## src/hw/asf_pkg.sv

```systemverilog
package asf_pkg;

   // ==========================================================
   // Register addresses and reset values.
   localparam logic [5:0]  ADDR_STATUS     = 6'h01;
   localparam logic [5:0]  ADDR_MODE       = 6'h02;
   localparam logic [15:0] MODE_RESET      = 16'h0510;
   localparam logic [15:0] STATUS_RESET    = 16'h0540;

   // ==========================================================
   // Status bit positions.
   localparam int BIT_LOCK     = 15;
   localparam int BIT_RESYNC   = 14;
   localparam int BIT_REGMAP   = 13;
   localparam int BIT_INCRC    = 12;
   localparam int BIT_CRCTYPE  = 11;
   localparam int BIT_RSTSEEN  = 10;
   localparam int BIT_WSIZE_LO = 8;
   localparam int BIT_TRIM     = 7;
   localparam int BIT_ISOFLT   = 6;

   // Mode bit positions.
   localparam int MBIT_CRCTYPE  = 11;
   localparam int MBIT_RESET    = 10;
   localparam int MBIT_WSIZE_LO = 8;

   // Field widths and counts.
   localparam int WSIZE_W      = 2;
   localparam int NUM_CH       = 3;
   localparam int BIT_READY_LO = 0;

   // ==========================================================
   // Register access request from the serial command decoder.
   typedef struct packed {
      logic        rd;
      logic        wr;
      logic [5:0]  addr;
      logic [15:0] wdata;
   } asf_req_s;

   // Events reported by the rest of the converter, one-cycle pulses or levels.
   typedef struct packed {
      logic       lockCmd;
      logic       unlockCmd;
      logic       resetCmd;
      logic       resync;
      logic       regMapFault;
      logic       inputCrcFault;
      logic       trimParityFault;
      logic       isoSideFault;
      logic [2:0] sampleReady;
   } asf_evt_s;

endpackage

```

## src/hw/asf_status_regs.sv

```systemverilog
// Summary of operation
// - Lock bit 15 sets on lock command, clears on unlock command.
// - Bit 14 sets each time the converter resynchronizes.
// - Status read clears bits 14, 13, 12, 7, 6 and 2:0.
// - Bit 13 sets on a register map checksum fault.
// - Bit 12 sets on a checksum fault of received serial data.
// - Bit 11 mirrors checksum type; zero after reset.
// - Bit 10 sets on any reset source; resets to one.
// - Writing zero to mode reset bit clears status bit 10.
// - Bits 9:8 show sample word size; reset value 01b.
// - Bit 7 shows trim parity fault, sets again while fault persists.
// - Bit 6 shows isolated-side fault; resets to one.
// - Bits 2:0 show per-channel new data; reset to zero.
// - Mode register at address 02h resets to 0510h.
// - Status register at address 01h reads 0540h after reset.
// - Mode bits 9:8 hold the word size the status mirrors.
`timescale 1ns/10ps
`default_nettype none
module asf_status_regs
   import asf_pkg::*;
(
   input  wire logic             ref_clk,
   input  wire logic             rst,
   input  wire asf_pkg::asf_req_s req,
   input  wire asf_pkg::asf_evt_s evt,
   output logic [15:0]           rdata,
   output logic                  rvalid,
   output logic [15:0]           modeConfig,
   output logic [15:0]           deviceStatus
);
   import asf_pkg::*;

   // ==========================================================
   // Decode
   function automatic logic hit(input asf_req_s r, input logic [5:0] a);
      hit = r.addr == a;
   endfunction

   logic statusRead;
   logic modeWrite;
   assign statusRead = req.rd && hit(req, ADDR_STATUS);
   assign modeWrite  = req.wr && hit(req, ADDR_MODE);

   logic lockFlag;
   logic resyncSeenFlag;
   logic regMapFlag;
   logic inCrcFlag;
   logic rstSeenFlag;
   logic trimFlag;
   logic isolatedSideFaultFlag;
   logic [2:0] sampleReadyFlags;

   // ==========================================================
   // Mode register, written by the host.
   always_ff @(posedge ref_clk) begin
      if (rst || evt.resetCmd) begin
         modeConfig <= MODE_RESET;
      end else if (modeWrite) begin
         modeConfig <= req.wdata;
      end
   end

   // Lock flag follows lock and unlock commands.
   always_ff @(posedge ref_clk) begin
      if (rst || evt.resetCmd) begin
         lockFlag <= 1'b0;
      end else if (evt.lockCmd) begin
         lockFlag <= 1'b1;
      end else if (evt.unlockCmd) begin
         lockFlag <= 1'b0;
      end
   end

   // Sticky fault flags; a set wins over the clearing read.
   always_ff @(posedge ref_clk) begin
      if (rst || evt.resetCmd) begin
         resyncSeenFlag        <= STATUS_RESET[BIT_RESYNC];
         regMapFlag            <= STATUS_RESET[BIT_REGMAP];
         inCrcFlag             <= STATUS_RESET[BIT_INCRC];
         trimFlag              <= STATUS_RESET[BIT_TRIM];
         isolatedSideFaultFlag <= STATUS_RESET[BIT_ISOFLT];
      end else begin
         resyncSeenFlag <= evt.resync | (resyncSeenFlag & ~statusRead);
         regMapFlag     <= evt.regMapFault | (regMapFlag & ~statusRead);
         inCrcFlag      <= evt.inputCrcFault | (inCrcFlag & ~statusRead);
         trimFlag       <= evt.trimParityFault | (trimFlag & ~statusRead);
         isolatedSideFaultFlag <= evt.isoSideFault |
                                  (isolatedSideFaultFlag & ~statusRead);
      end
   end

   // Reset-occurred flag, cleared by the host writing zero to mode bit 10.
   always_ff @(posedge ref_clk) begin
      if (rst || evt.resetCmd) begin
         rstSeenFlag <= 1'b1;
      end else if (modeWrite && !req.wdata[MBIT_RESET]) begin
         rstSeenFlag <= 1'b0;
      end
   end

   // Per-channel new data flags, cleared by a status read.
   generate
      for (genvar ch = 0; ch < NUM_CH; ch++) begin : g_ready
         always_ff @(posedge ref_clk) begin
            if (rst || evt.resetCmd) begin
               sampleReadyFlags[ch] <= 1'b0;
            end else begin
               sampleReadyFlags[ch] <= evt.sampleReady[ch] |
                                      (sampleReadyFlags[ch] & ~statusRead);
            end
         end
      end
   endgenerate

   // Assembled status word.
   always_comb begin
      deviceStatus = '0;
      deviceStatus[BIT_LOCK]    = lockFlag;
      deviceStatus[BIT_RESYNC]  = resyncSeenFlag;
      deviceStatus[BIT_REGMAP]  = regMapFlag;
      deviceStatus[BIT_INCRC]   = inCrcFlag;
      deviceStatus[BIT_CRCTYPE] = modeConfig[MBIT_CRCTYPE];
      deviceStatus[BIT_RSTSEEN] = rstSeenFlag;
      deviceStatus[BIT_WSIZE_LO +: WSIZE_W] = modeConfig[MBIT_WSIZE_LO +: WSIZE_W];
      deviceStatus[BIT_TRIM]    = trimFlag;
      deviceStatus[BIT_ISOFLT]  = isolatedSideFaultFlag;
      deviceStatus[BIT_READY_LO +: NUM_CH] = sampleReadyFlags;
   end

   // Read data, registered; unmapped addresses read zero.
   always_ff @(posedge ref_clk) begin
      if (rst) begin
         rdata  <= '0;
         rvalid <= 1'b0;
      end else begin
         rvalid <= req.rd;
         if (statusRead) begin
            rdata <= deviceStatus;
         end else if (req.rd && hit(req, ADDR_MODE)) begin
            rdata <= modeConfig;
         end else begin
            rdata <= '0;
         end
      end
   end
endmodule
`default_nettype wire

```

## config.mk

```make
export PLATFORM = sky130hd
export DESIGN_NAME = asf_status_regs
export DESIGN_NICKNAME = d
export VERILOG_FILES = /design/src/hw/asf_pkg.sv /design/src/hw/asf_status_regs.sv
export SDC_FILE = /design/constraint.sdc
export NUM_CORES = 1
export LEC_CHECK = 0
export ABC_CLOCK_PERIOD_IN_PS = 2500
export BUFFER_PORTS_ARGS = -buffer_cell sky130_fd_sc_hd__buf_2
export CAP_MARGIN = 20
export CORE_AREA = 3 3 66 68
export CTS_BUF_LIST = sky130_fd_sc_hd__clkbuf_2
export CTS_CLUSTER_DIAMETER = 100
export DETAILED_ROUTE_END_ITERATION = 7
export DIE_AREA = 0 0 69 71
export PLACE_DENSITY_LB_ADDON = 0.25
export SLEW_MARGIN = 25
export SYNTH_ARGS = -nofsm -noshare
export SYNTH_HDL_FRONTEND = slang
export SYNTH_SLANG_ARGS = --single-unit
```

## constraint.sdc

```tcl
create_clock -name ref_clk -period 2.5 [get_ports ref_clk]
set_input_delay 0.125 -clock ref_clk [delete_from_list [all_inputs] [get_ports ref_clk]]
set_output_delay 0.125 -clock ref_clk [all_outputs]
set_load 0.02 [all_outputs]
```

==> qor.yml, run 1 <==
run_status:
  status: "complete, no violations"
die:
  start_util_pct: 42.93
  die_h_microns: 71
  core_area_sq_mm: 0.003914
  dieArea_sq_mm: 0.004899
  rows: 23
  die_w_microns: 69
  io_pins: 86
placement:
  placed_area_sq_mm: 0.002013
  placedCellCount: 298
  place_congestion: 0.6868
  dp_hpwl_mm: 2.926
  portBuffers: 82
global_route:
  global_route.usage.met2_pct: 31.14
  grt_antenna_before_repair: 0
  globalRouteOverflowTotal: 0
  grt_use_met1_pct: 24.27
  use_met3_pct: 5.824
  globalRoute.busiestLayer: "met2"
  grtUsageTotal_pct: 18.89
  grt_first_pass_wirelength_mm: 7.403
  grt_pass1_vias: 1543
  grt_max_degree: 19
clocking:
  htreeDepth: 2
  cts_tree: "built"
  cts_sinks: 43
  clk_latency_ns: 0.40
  cts_made_buffers: 5
  cts_root_buf: "clkbuf_2"
  path_clk_slew_ns: 0.20
  cts_buffer_depth: 2
  cts_setup_buffers: 0
sta:
  timing.fmax_ghz: 0.7567
  rsz0062_at_grt: "no"
  skew_ns: 0.01419
  finalHoldViolCount: 0
  worst_slew_pin_slew_ns: 0.8388
  maxSlewViolCount: 0
  tns_ns: 0
  maxSlewHeadroom_pct: 43.91
  fin_crit_ns: 1.321
  setup_violations: 0
  fin_crit_sh_pct: 52.86
synth:
  synth_compound_area_share_pct: 11.91
  synth-simple-area-share_pct: 19.36
  ys_warn_count: 0
  yosys_register_bits: 43
  synth_cells: 186
  synth_area_sq_mm: 0.001680
  synthXorXnorAreaFrac_pct: 0.5212
  avgSynthCellArea_sq_um: 9.034
  ys_seq_area_share_pct: 51.23
  muxShareOfSynthArea_pct: 5.957
  synth_fa_ha_area_share_pct: 0
  synth_top_family_by_area: "simple AND/OR/NAND/NOR gates"
  ys_types: 26
pwr:
  p_int_w: 0.0008321
  seqPwrFrac_pct: 62.4
  swShare_pct: 26.09
  power_density_mw_per_mm2: 483.0
  comb_power_share_pct: 12.3
  clockPowerShare_pct: 25.3
  p_leak_nw: 1.110
  p_total_w: 0.001126
  p_sw_w: 0.0002938
  vdd_drop_max_mv: 0.3369
critical_path:
  critPathKind: "in -> reg"
  slowest_delay_ns: 0.53
  crit_required_ns: 2.83
  ff2ff_setup_slack_ns: 1.32
  path_max_fanout: 13
  worstSetupEndpointType: "flip-flop"
  crit_arrival_ns: 1.66
  crit_family: "simple AND/OR/NAND/NOR gates"
  path_cells: "dlygate4sd3_1, buf_2, nor2b_1, nand3_1, nor2_1"
  cpMaxStageDelayCell: "dlygate4sd3_1"
  critPathBufInv: 2
  cp-start-kind: "primary input"
  regToRegStartpoint: "lockFlag"
  critPathLaunch: "rst"
route:
  drt_first_pass_iters: 4
  wire_per_inst_microns: 13.43
  drc_errors: 0
  ant_nets: 0
  routed_wl_mm: 4.485
  vias: 1592
  drtIter0Drc: 118
  via_per_inst: 4.766
hold_path:
  min_path_type: "in -> reg"
  min-delay-start: "evt[8]"
final_layout:
  num-fill-cells: 377
  antenna_cells: 0
  fin_area_sq_mm: 0.002331
  instances_no_fill: 334
  syn2layout_area_growth_pct: 38.72
  multi_input_area_sq_um: 645.6
  regArea_sq_um: 860.8
  drive_gt1_share_pct: 33.45
  fin_nets: 320
job:
  maxCapViolations: 0
-- path summary, 6_finish.rpt --
kind / end / cells after the start
min reg2reg: rdata[9] / 2
min: modeConfig[8] / 4
max: rdata[13] / 5
max reg2reg: lockFlag / 3
-- cell usage after synthesis, drive strengths merged --
| cell type | n | area (sq um) |
|---|---|---|
| dfxtp | 43 | 860.8 |
| nand3b | 2 | 15.01 |
| or4 | 1 | 11.26 |
| nand2 | 15 | 56.30 |
| and2 | 3 | 18.77 |
| a21oi | 15 | 75.07 |
| xor2 | 1 | 8.760 |
| inv | 5 | 18.77 |
| nor3 | 1 | 10.01 |
| conb | 1 | 3.750 |
| buf | 19 | 143.9 |
| nor2b | 1 | 6.260 |
| nand3 | 18 | 90.09 |
| mux2i | 10 | 100.1 |
| or2 | 1 | 6.260 |
| nor4 | 1 | 21.27 |
| nor2 | 17 | 71.32 |
| and4b | 1 | 10.01 |
| and3b | 1 | 8.760 |
| o21ai | 25 | 125.1 |
| clkbuf | 5 | 18.77 |
-- layer usage --
layer  up-vias  share of wire, %  wire length, microns
li1        802                 -                     -
met1       720                45                  2007
met2        65                47                  2107
met3         5               7.3                   326
met4         0              0.98                    44
met5         -                 0                     0
-- layout make-up --
cell class / instances / area share [%]
inverter: 5 / 0.8052
tap: 50 / 2.684
sequential: 43 / 36.93
multi-input combinational: 116 / 27.70
clock inverter: 2 / 0.3221
timing repair buffer: 112 / 30.27
clock buffer: 6 / 1.288
-- cells in the final DEF, fill, tap and decap left out --
cell type      instances
inv_1                  5
or2_2                  1
conb_1                 3
mux2i_1               10
xor2_1                 1
or4_4                  1
buf_2                 82
and4b_1                1
nor4_4                 1
and2_1                 3
nor3_2                 1
o21ai_0               13
nor2_1                16
dlygate4sd3_1         28
clkbuf_2               6
nor2_4                 1
dfxtp_1               43
a21oi_1               15
nand2_1               15
clkinv_1               2
and3b_1                1
buf_4                  2
nand3_1               18
nor2b_1                1
nand3b_1               2
o21ai_1               12
-- kinds of logic after synthesis --
| group | count (synthesis) |
|---|---|
| AOI/OAI and AO/OA | 40 |
| xor gates and xnor gates | 1 |
| buffers and inverters | 29 |
| DFF | 43 |
| muxes | 10 |
| other | 1 |
| and+or+nand+nor | 62 |
-- power by group through the flow --
stage / clock network (W) / registers [W] / logic (W)
after floorplan: 0 / 0.000720 / 0.0000578
after global placement: 0 / 0.000716 / 0.000101
after detailed placement: 0 / 0.000716 / 0.000102
after CTS: 0.000294 / 0.000702 / 0.000136
after global routing: 0.000323 / 0.000704 / 0.000149
final: 0.000285 / 0.000702 / 0.000138
-- per-stage QoR --
step / setup slack (ns) / utilization, % / hold WS, ns
5_1_grt: 1.111 / 59.56 / 0.1127
2_1_floorplan: 1.268 / - / 0.2163
3_3_place_gp: 0.9127 / 51.44 / 0.3129
6_report: 1.179 / 59.56 / 0.1365
3_5_place_dp: 0.8675 / 51.44 / 0.3191
4_1_cts: 1.152 / 59.56 / 0.1188
-- worst reg2reg max path: cells and delay by family (launching register included) --
kind | cells | cell delay (ns)
flip-flops | 1 | 0.37
AO/OA/AOI/OAI | 1 | 0.11
buffers and inverters | 1 | 0.57
AND/OR/NAND/NOR | 1 | 0.05
-- timing repair --
action                                 4_1_cts  5_1_grt
hold buffers                                28        0
resized for setup                            0        0
endpoints found under the hold margin       27        0
Note: power is estimated with default switching activity, not from simulation.
==> run 2, diff against run 1 <==
- ABC_CLOCK_PERIOD_IN_PS: 2500 -> 1300
- clock period: 2.5 -> 1.3 ns (I/O delays scaled with it)
==> qor.yml, run 2 (synthesis gave the netlist of run 1 again) <==
critical_path:
  ff2ff_setup_slack_ns: 0.09  # -1.23 ns
  regToRegStartpoint: "lockFlag"
  cp-start-kind: "flip-flop"
  rr_worst_depth: 3  # unchanged
  critPathKind: "reg -> reg"
  worstSetupEndpointType: "flip-flop"
  crit_required_ns: 1.61  # -1.22 ns
  crit_arrival_ns: 1.52  # -0.14 ns
  worstSetupEndpoint: "lockFlag"
  critPathLaunch: "lockFlag"
  timing.rr.end: "lockFlag"
  path_max_fanout: 3  # -10
clocking:
  cts_tree: "built"
  clk_latency_ns: 0.40  # about the same
  cts_made_buffers: 5  # unchanged
  cts_setup_buffers: 0  # unchanged
  cts_buffer_depth: 2  # unchanged
  cts_sinks: 43  # unchanged
  cts_root_buf: "clkbuf_2"
  htreeDepth: 2  # unchanged
  path_clk_slew_ns: 0.20  # about the same
  cts_resized: 0  # unchanged
placement:
  placed_area_sq_mm: 0.002086  # +3.6%
  dp_hpwl_mm: 2.995  # +2.4%
  dp_slack_ns: -0.03414  # -0.9017 ns
  place_congestion: 0.7505  # +9.3%
  portBuffers: 82  # unchanged
job:
  maxCapViolations: 0  # unchanged
pwr:
  vdd_drop_max_mv: 0.4705  # +40%
  power_density_mw_per_mm2: 894.3  # +85%
  p_leak_nw: 1.148  # +3.4%
die:
  die_h_microns: 71  # unchanged
  core_area_sq_mm: 0.003914  # unchanged
  die_w_microns: 69  # unchanged
  rows: 23  # unchanged
  start_util_pct: 42.93  # unchanged
  io_pins: 86  # unchanged
  dieArea_sq_mm: 0.004899  # unchanged
hold_path:
  min_path_type: "in -> reg"
final_layout:
  antenna_cells: 0  # unchanged
  syn2layout_area_growth_pct: 42.81
  multi_input_area_sq_um: 645.6  # unchanged
  layout_common_cells: "82 x buf_2, 43 x dfxtp_1, 28 x dlygate4sd3_1"
  drive_gt1_share_pct: 35.40  # +1.9 points
  regArea_sq_um: 860.8  # unchanged
  fin_nets: 328  # +2.5%
  num-fill-cells: 364  # -3.4%
  fin_area_sq_mm: 0.002400  # +3.0%
  final_common_cell: "buf_2"
sta:
  timing.fmax_ghz: 0.8233
  finalHoldViolCount: 0  # unchanged
  maxSlewViolCount: 0  # unchanged
  rsz0062_at_grt: "no"
  setup_violations: 0  # unchanged
  setup_slack_ns: 0.08539  # -1.093 ns
  fin_crit_ns: 1.215
  fin_crit_sh_pct: 93.43
  skew_ns: 0.01597  # +0.001783 ns
global_route:
  grt_pass1_vias: 1538  # -0.32%
  grt_first_pass_wirelength_mm: 7.369  # -0.46%
  grt_max_degree: 19  # unchanged
  grt_antenna_before_repair: 0  # unchanged
  grtUsageTotal_pct: 18.68  # -0.21 points
  globalRouteOverflowTotal: 0  # unchanged
route:
  via_per_inst: 4.801  # +0.72%
  ant_nets: 0  # unchanged
  wire_per_inst_microns: 13.24  # -1.4%
  drt_first_pass_iters: 4  # unchanged
  vias: 1637  # +2.8%
  drc_errors: 0  # unchanged
  drtIter0Drc: 145  # +23%
  routed_wl_mm: 4.514  # +0.65%
run_status:
  status: "complete, no violations"
## run 2: how the worst min path moves through the flow
stage | from | depth (start not counted) | endpoint
floorplan | rst | 1 | rvalid
global placement | evt[3] | 3 | isolatedSideFaultFlag
detailed placement | evt[2] | 3 | deviceStatus[2]
CTS | evt[8] | 4 | modeConfig[8]
global route | evt[8] | 4 | modeConfig[8]
finish | evt[8] | 4 | modeConfig[8]
## run 2: what timing repair did
item,4_1_cts,5_1_grt
hold endpoints to repair,27,0
setup endpoints to repair,0,0
hold buffers,28,0
## run 2: worst max-delay path: stages (launching register included)
cell	delay [ns]
dfxtp_1	0.37
a21oi_1	0.15
dlygate4sd3_1	0.57
nor2_1	0.04
## run 2: power by group
group / leakage, nW / internal [W] / switching, W
Sequential: 0.348 / 0.00134 / 0.0000125
Clock: 0.0262 / 0.000114 / 0.000404
Combinational: 0.773 / 0.000144 / 0.000134
## run 2: layer usage
layer  vias to the layer above  GRT usage [%]  routed length (microns)
li1                        821              -                        -
met3                         6          4.830                      367
met1                       737          24.98                     2031
met4                         0          6.508                       44
met5                         -              0                        0
met2                        73          29.34                     2071
## run 2: cell type report
type | instances | share of cell area [%]
clock buffer | 5 | 1.043
clock inverter | 2 | 0.3650
inverter | 5 | 0.7821
multi-input combinational | 116 | 26.90
sequential | 43 | 35.87
tap | 50 | 2.607
timing repair buffer | 120 | 32.43
## run 2: metrics by stage
step / TNS, ns / total power, W / utilization (%) / hold WS, ns / std cells
2_1_floorplan: 0 / 0.001495 / - / 0.1563 / 188
3_3_place_gp: 0 / 0.001585 / 53.29 / 0.2602 / 306
3_5_place_dp: -0.1776 / 0.001584 / 53.29 / 0.2639 / 306
4_1_cts: 0 / 0.002165 / 61.32 / 0.04594 / 341
5_1_grt: 0 / 0.002237 / 61.32 / 0.06696 / 341
6_report: 0 / 0.002146 / 61.32 / 0.06607 / 341
==> run 3, diff against run 2 <==
- ABC_CLOCK_PERIOD_IN_PS: 1300 -> 1500
- CORE_AREA: 3 3 66 68 -> 2 2 65 67
- DIE_AREA: 0 0 69 71 -> 0 0 67 69
- clock period: 1.3 -> 1.5 ns (I/O delays scaled with it)
==> qor.yml, run 3 (synthesis gave the netlist of run 1 again) <==
sta:
  tns_ns: 0  # unchanged
  fin_crit_ns: 1.364
  maxSlewHeadroom_pct: 62.22
  rsz0062_at_grt: "no"
  timing.fmax_ghz: 0.7330
  finalHoldViolCount: 0  # unchanged
  skew_ns: 0.01365  # -0.002318 ns
  setup_slack_ns: 0.1358  # +0.05040 ns
  fin_crit_sh_pct: 90.95
  hold-worst-slack_ns: 0.05125  # -0.01482 ns
  maxSlewViolCount: 0  # unchanged
  worst_slew_pin_slew_ns: 0.5667
  setup_violations: 0  # unchanged
hold_path:
  min_path_type: "in -> reg"
final_layout:
  post-route-util_pct: 61.48  # +0.16 points
  num-fill-cells: 361  # -0.82%
  antenna_cells: 0  # unchanged
  fin_area_sq_mm: 0.002406  # +0.26%
  drive_gt1_share_pct: 34.93  # -0.46 points
  layout_common_cells: "82 x buf_2, 43 x dfxtp_1, 31 x dlygate4sd3_1"
  fin_nets: 328  # unchanged
  final_common_cell: "buf_2"
  regArea_sq_um: 860.8  # unchanged
  syn2layout_area_growth_pct: 43.19
  multi_input_area_sq_um: 645.6  # unchanged
run_status:
  status: "complete, no violations"
route:
  drtIter0Drc: 98  # -32%
  wire_per_inst_microns: 12.76  # -3.6%
  ant_nets: 0  # unchanged
  drc_errors: 0  # unchanged
  vias: 1623  # -0.86%
  via_per_inst: 4.746  # -1.1%
  routed_wl_mm: 4.364  # -3.3%
  drt_first_pass_iters: 4  # unchanged
global_route:
  grt_pass1_vias: 1483  # -3.6%
  grt_max_degree: 19  # unchanged
  grtUsageTotal_pct: 19.79  # +1.1 points
  globalRouteOverflowTotal: 0  # unchanged
  grt_first_pass_wirelength_mm: 7.024  # -4.7%
  grt_antenna_before_repair: 0  # unchanged
clocking:
  cts_root_buf: "clkbuf_2"
  cts_setup_buffers: 0  # unchanged
  hold_buffers: 31  # +11%
  cts_sinks: 43  # unchanged
  htreeDepth: 2  # unchanged
  cts_tree: "built"
  path_clk_slew_ns: 0.24  # +0.04 ns
  clk_latency_ns: 0.41  # about the same
  cts_made_buffers: 5  # unchanged
  cts_buffer_depth: 2  # unchanged
  cts_resized: 0  # unchanged
pwr:
  power_density_mw_per_mm2: 794.9  # -11%
  vdd_drop_max_mv: 0.4597  # -2.3%
  p_leak_nw: 1.137  # -0.95%
critical_path:
  slowest_delay_ns: 0.67  # +0.10 ns
  worstSetupEndpointType: "flip-flop"
  crit_family: "simple AND/OR/NAND/NOR gates"
  cpMaxStageDelayCell: "or4_4"
  crit_required_ns: 1.85  # +0.24 ns
  path_max_fanout: 18  # +15
  crit_arrival_ns: 1.72  # +0.20 ns
  critPathBufInv: 2  # +1
  cp-start-kind: "primary input"
  critPathKind: "in -> reg"
  path_cells: "buf_2, or4_4, nor3_2, o21ai_1, dlygate4sd3_1"
placement:
  place_congestion: 0.7651  # +1.9%
  portBuffers: 82  # unchanged
  dp_hpwl_mm: 2.948  # -1.6%
  dp_slack_ns: 0.1761  # +0.2102 ns
  placed_area_sq_mm: 0.002051  # -1.7%
die:
  rows: 23  # unchanged
  dieArea_sq_mm: 0.004623  # -5.6%
  core_area_sq_mm: 0.003914  # unchanged
  io_pins: 86  # unchanged
  start_util_pct: 42.93  # unchanged
  die_w_microns: 67  # -2.9%
  die_h_microns: 69  # -2.8%
job:
  maxCapViolations: 0  # unchanged
[run 3: stage by stage]
stage,power [W],std cells
2_1_floorplan,0.001296,188
3_3_place_gp,0.001365,303
3_5_place_dp,0.001365,303
4_1_cts,0.001933,342
5_1_grt,0.002009,342
6_report,0.001912,342
[run 3: area by class of cell]
cell class	count	area share, %
multi-input cells	116	26.83
well taps	50	2.600
flip-flops and latches	43	35.78
repair buffers	120	32.14
clock inverters	3	0.8320
clock buffers	5	1.040
inverters	5	0.7800
[run 3: worst paths after layout]
path / depth (start not counted) / to / from / slack, ns
setup / recovery: 5 / rstSeenFlag / req[21] / 0.14
hold / removal: 4 / rdata[10] / req[18] / 0.05
setup reg to reg: 3 / lockFlag / lockFlag / 0.28
hold reg to reg: 2 / rdata[11] / modeConfig[11] / 0.47
[run 3: routing by layer]
metal | track usage, % | vias to the layer above | share of wire (%)
met5 | 0 | - | 0
met2 | 30.58 | 71 | 46
met1 | 26.83 | 731 | 45
li1 | - | 815 | -
met3 | 5.057 | 6 | 8.4
met4 | 6.122 | 0 | 1.1
[run 3: power breakdown]
part / total, W / leakage [nW] / switching, W / internal, W
Sequential: 0.00117 / 0.348 / 0.0000107 / 0.00116
Clock: 0.000508 / 0.0250 / 0.000397 / 0.000110
Combinational: 0.000234 / 0.764 / 0.000113 / 0.000121
Total: 0.00191 / 1.14 / 0.000520 / 0.00139
[run 3: worst min-delay path: cells and delay by family]
kind / cells / cell delay (ns)
buffers and inverters: 1 / 0.11
AND/OR/NAND/NOR: 3 / 0.29
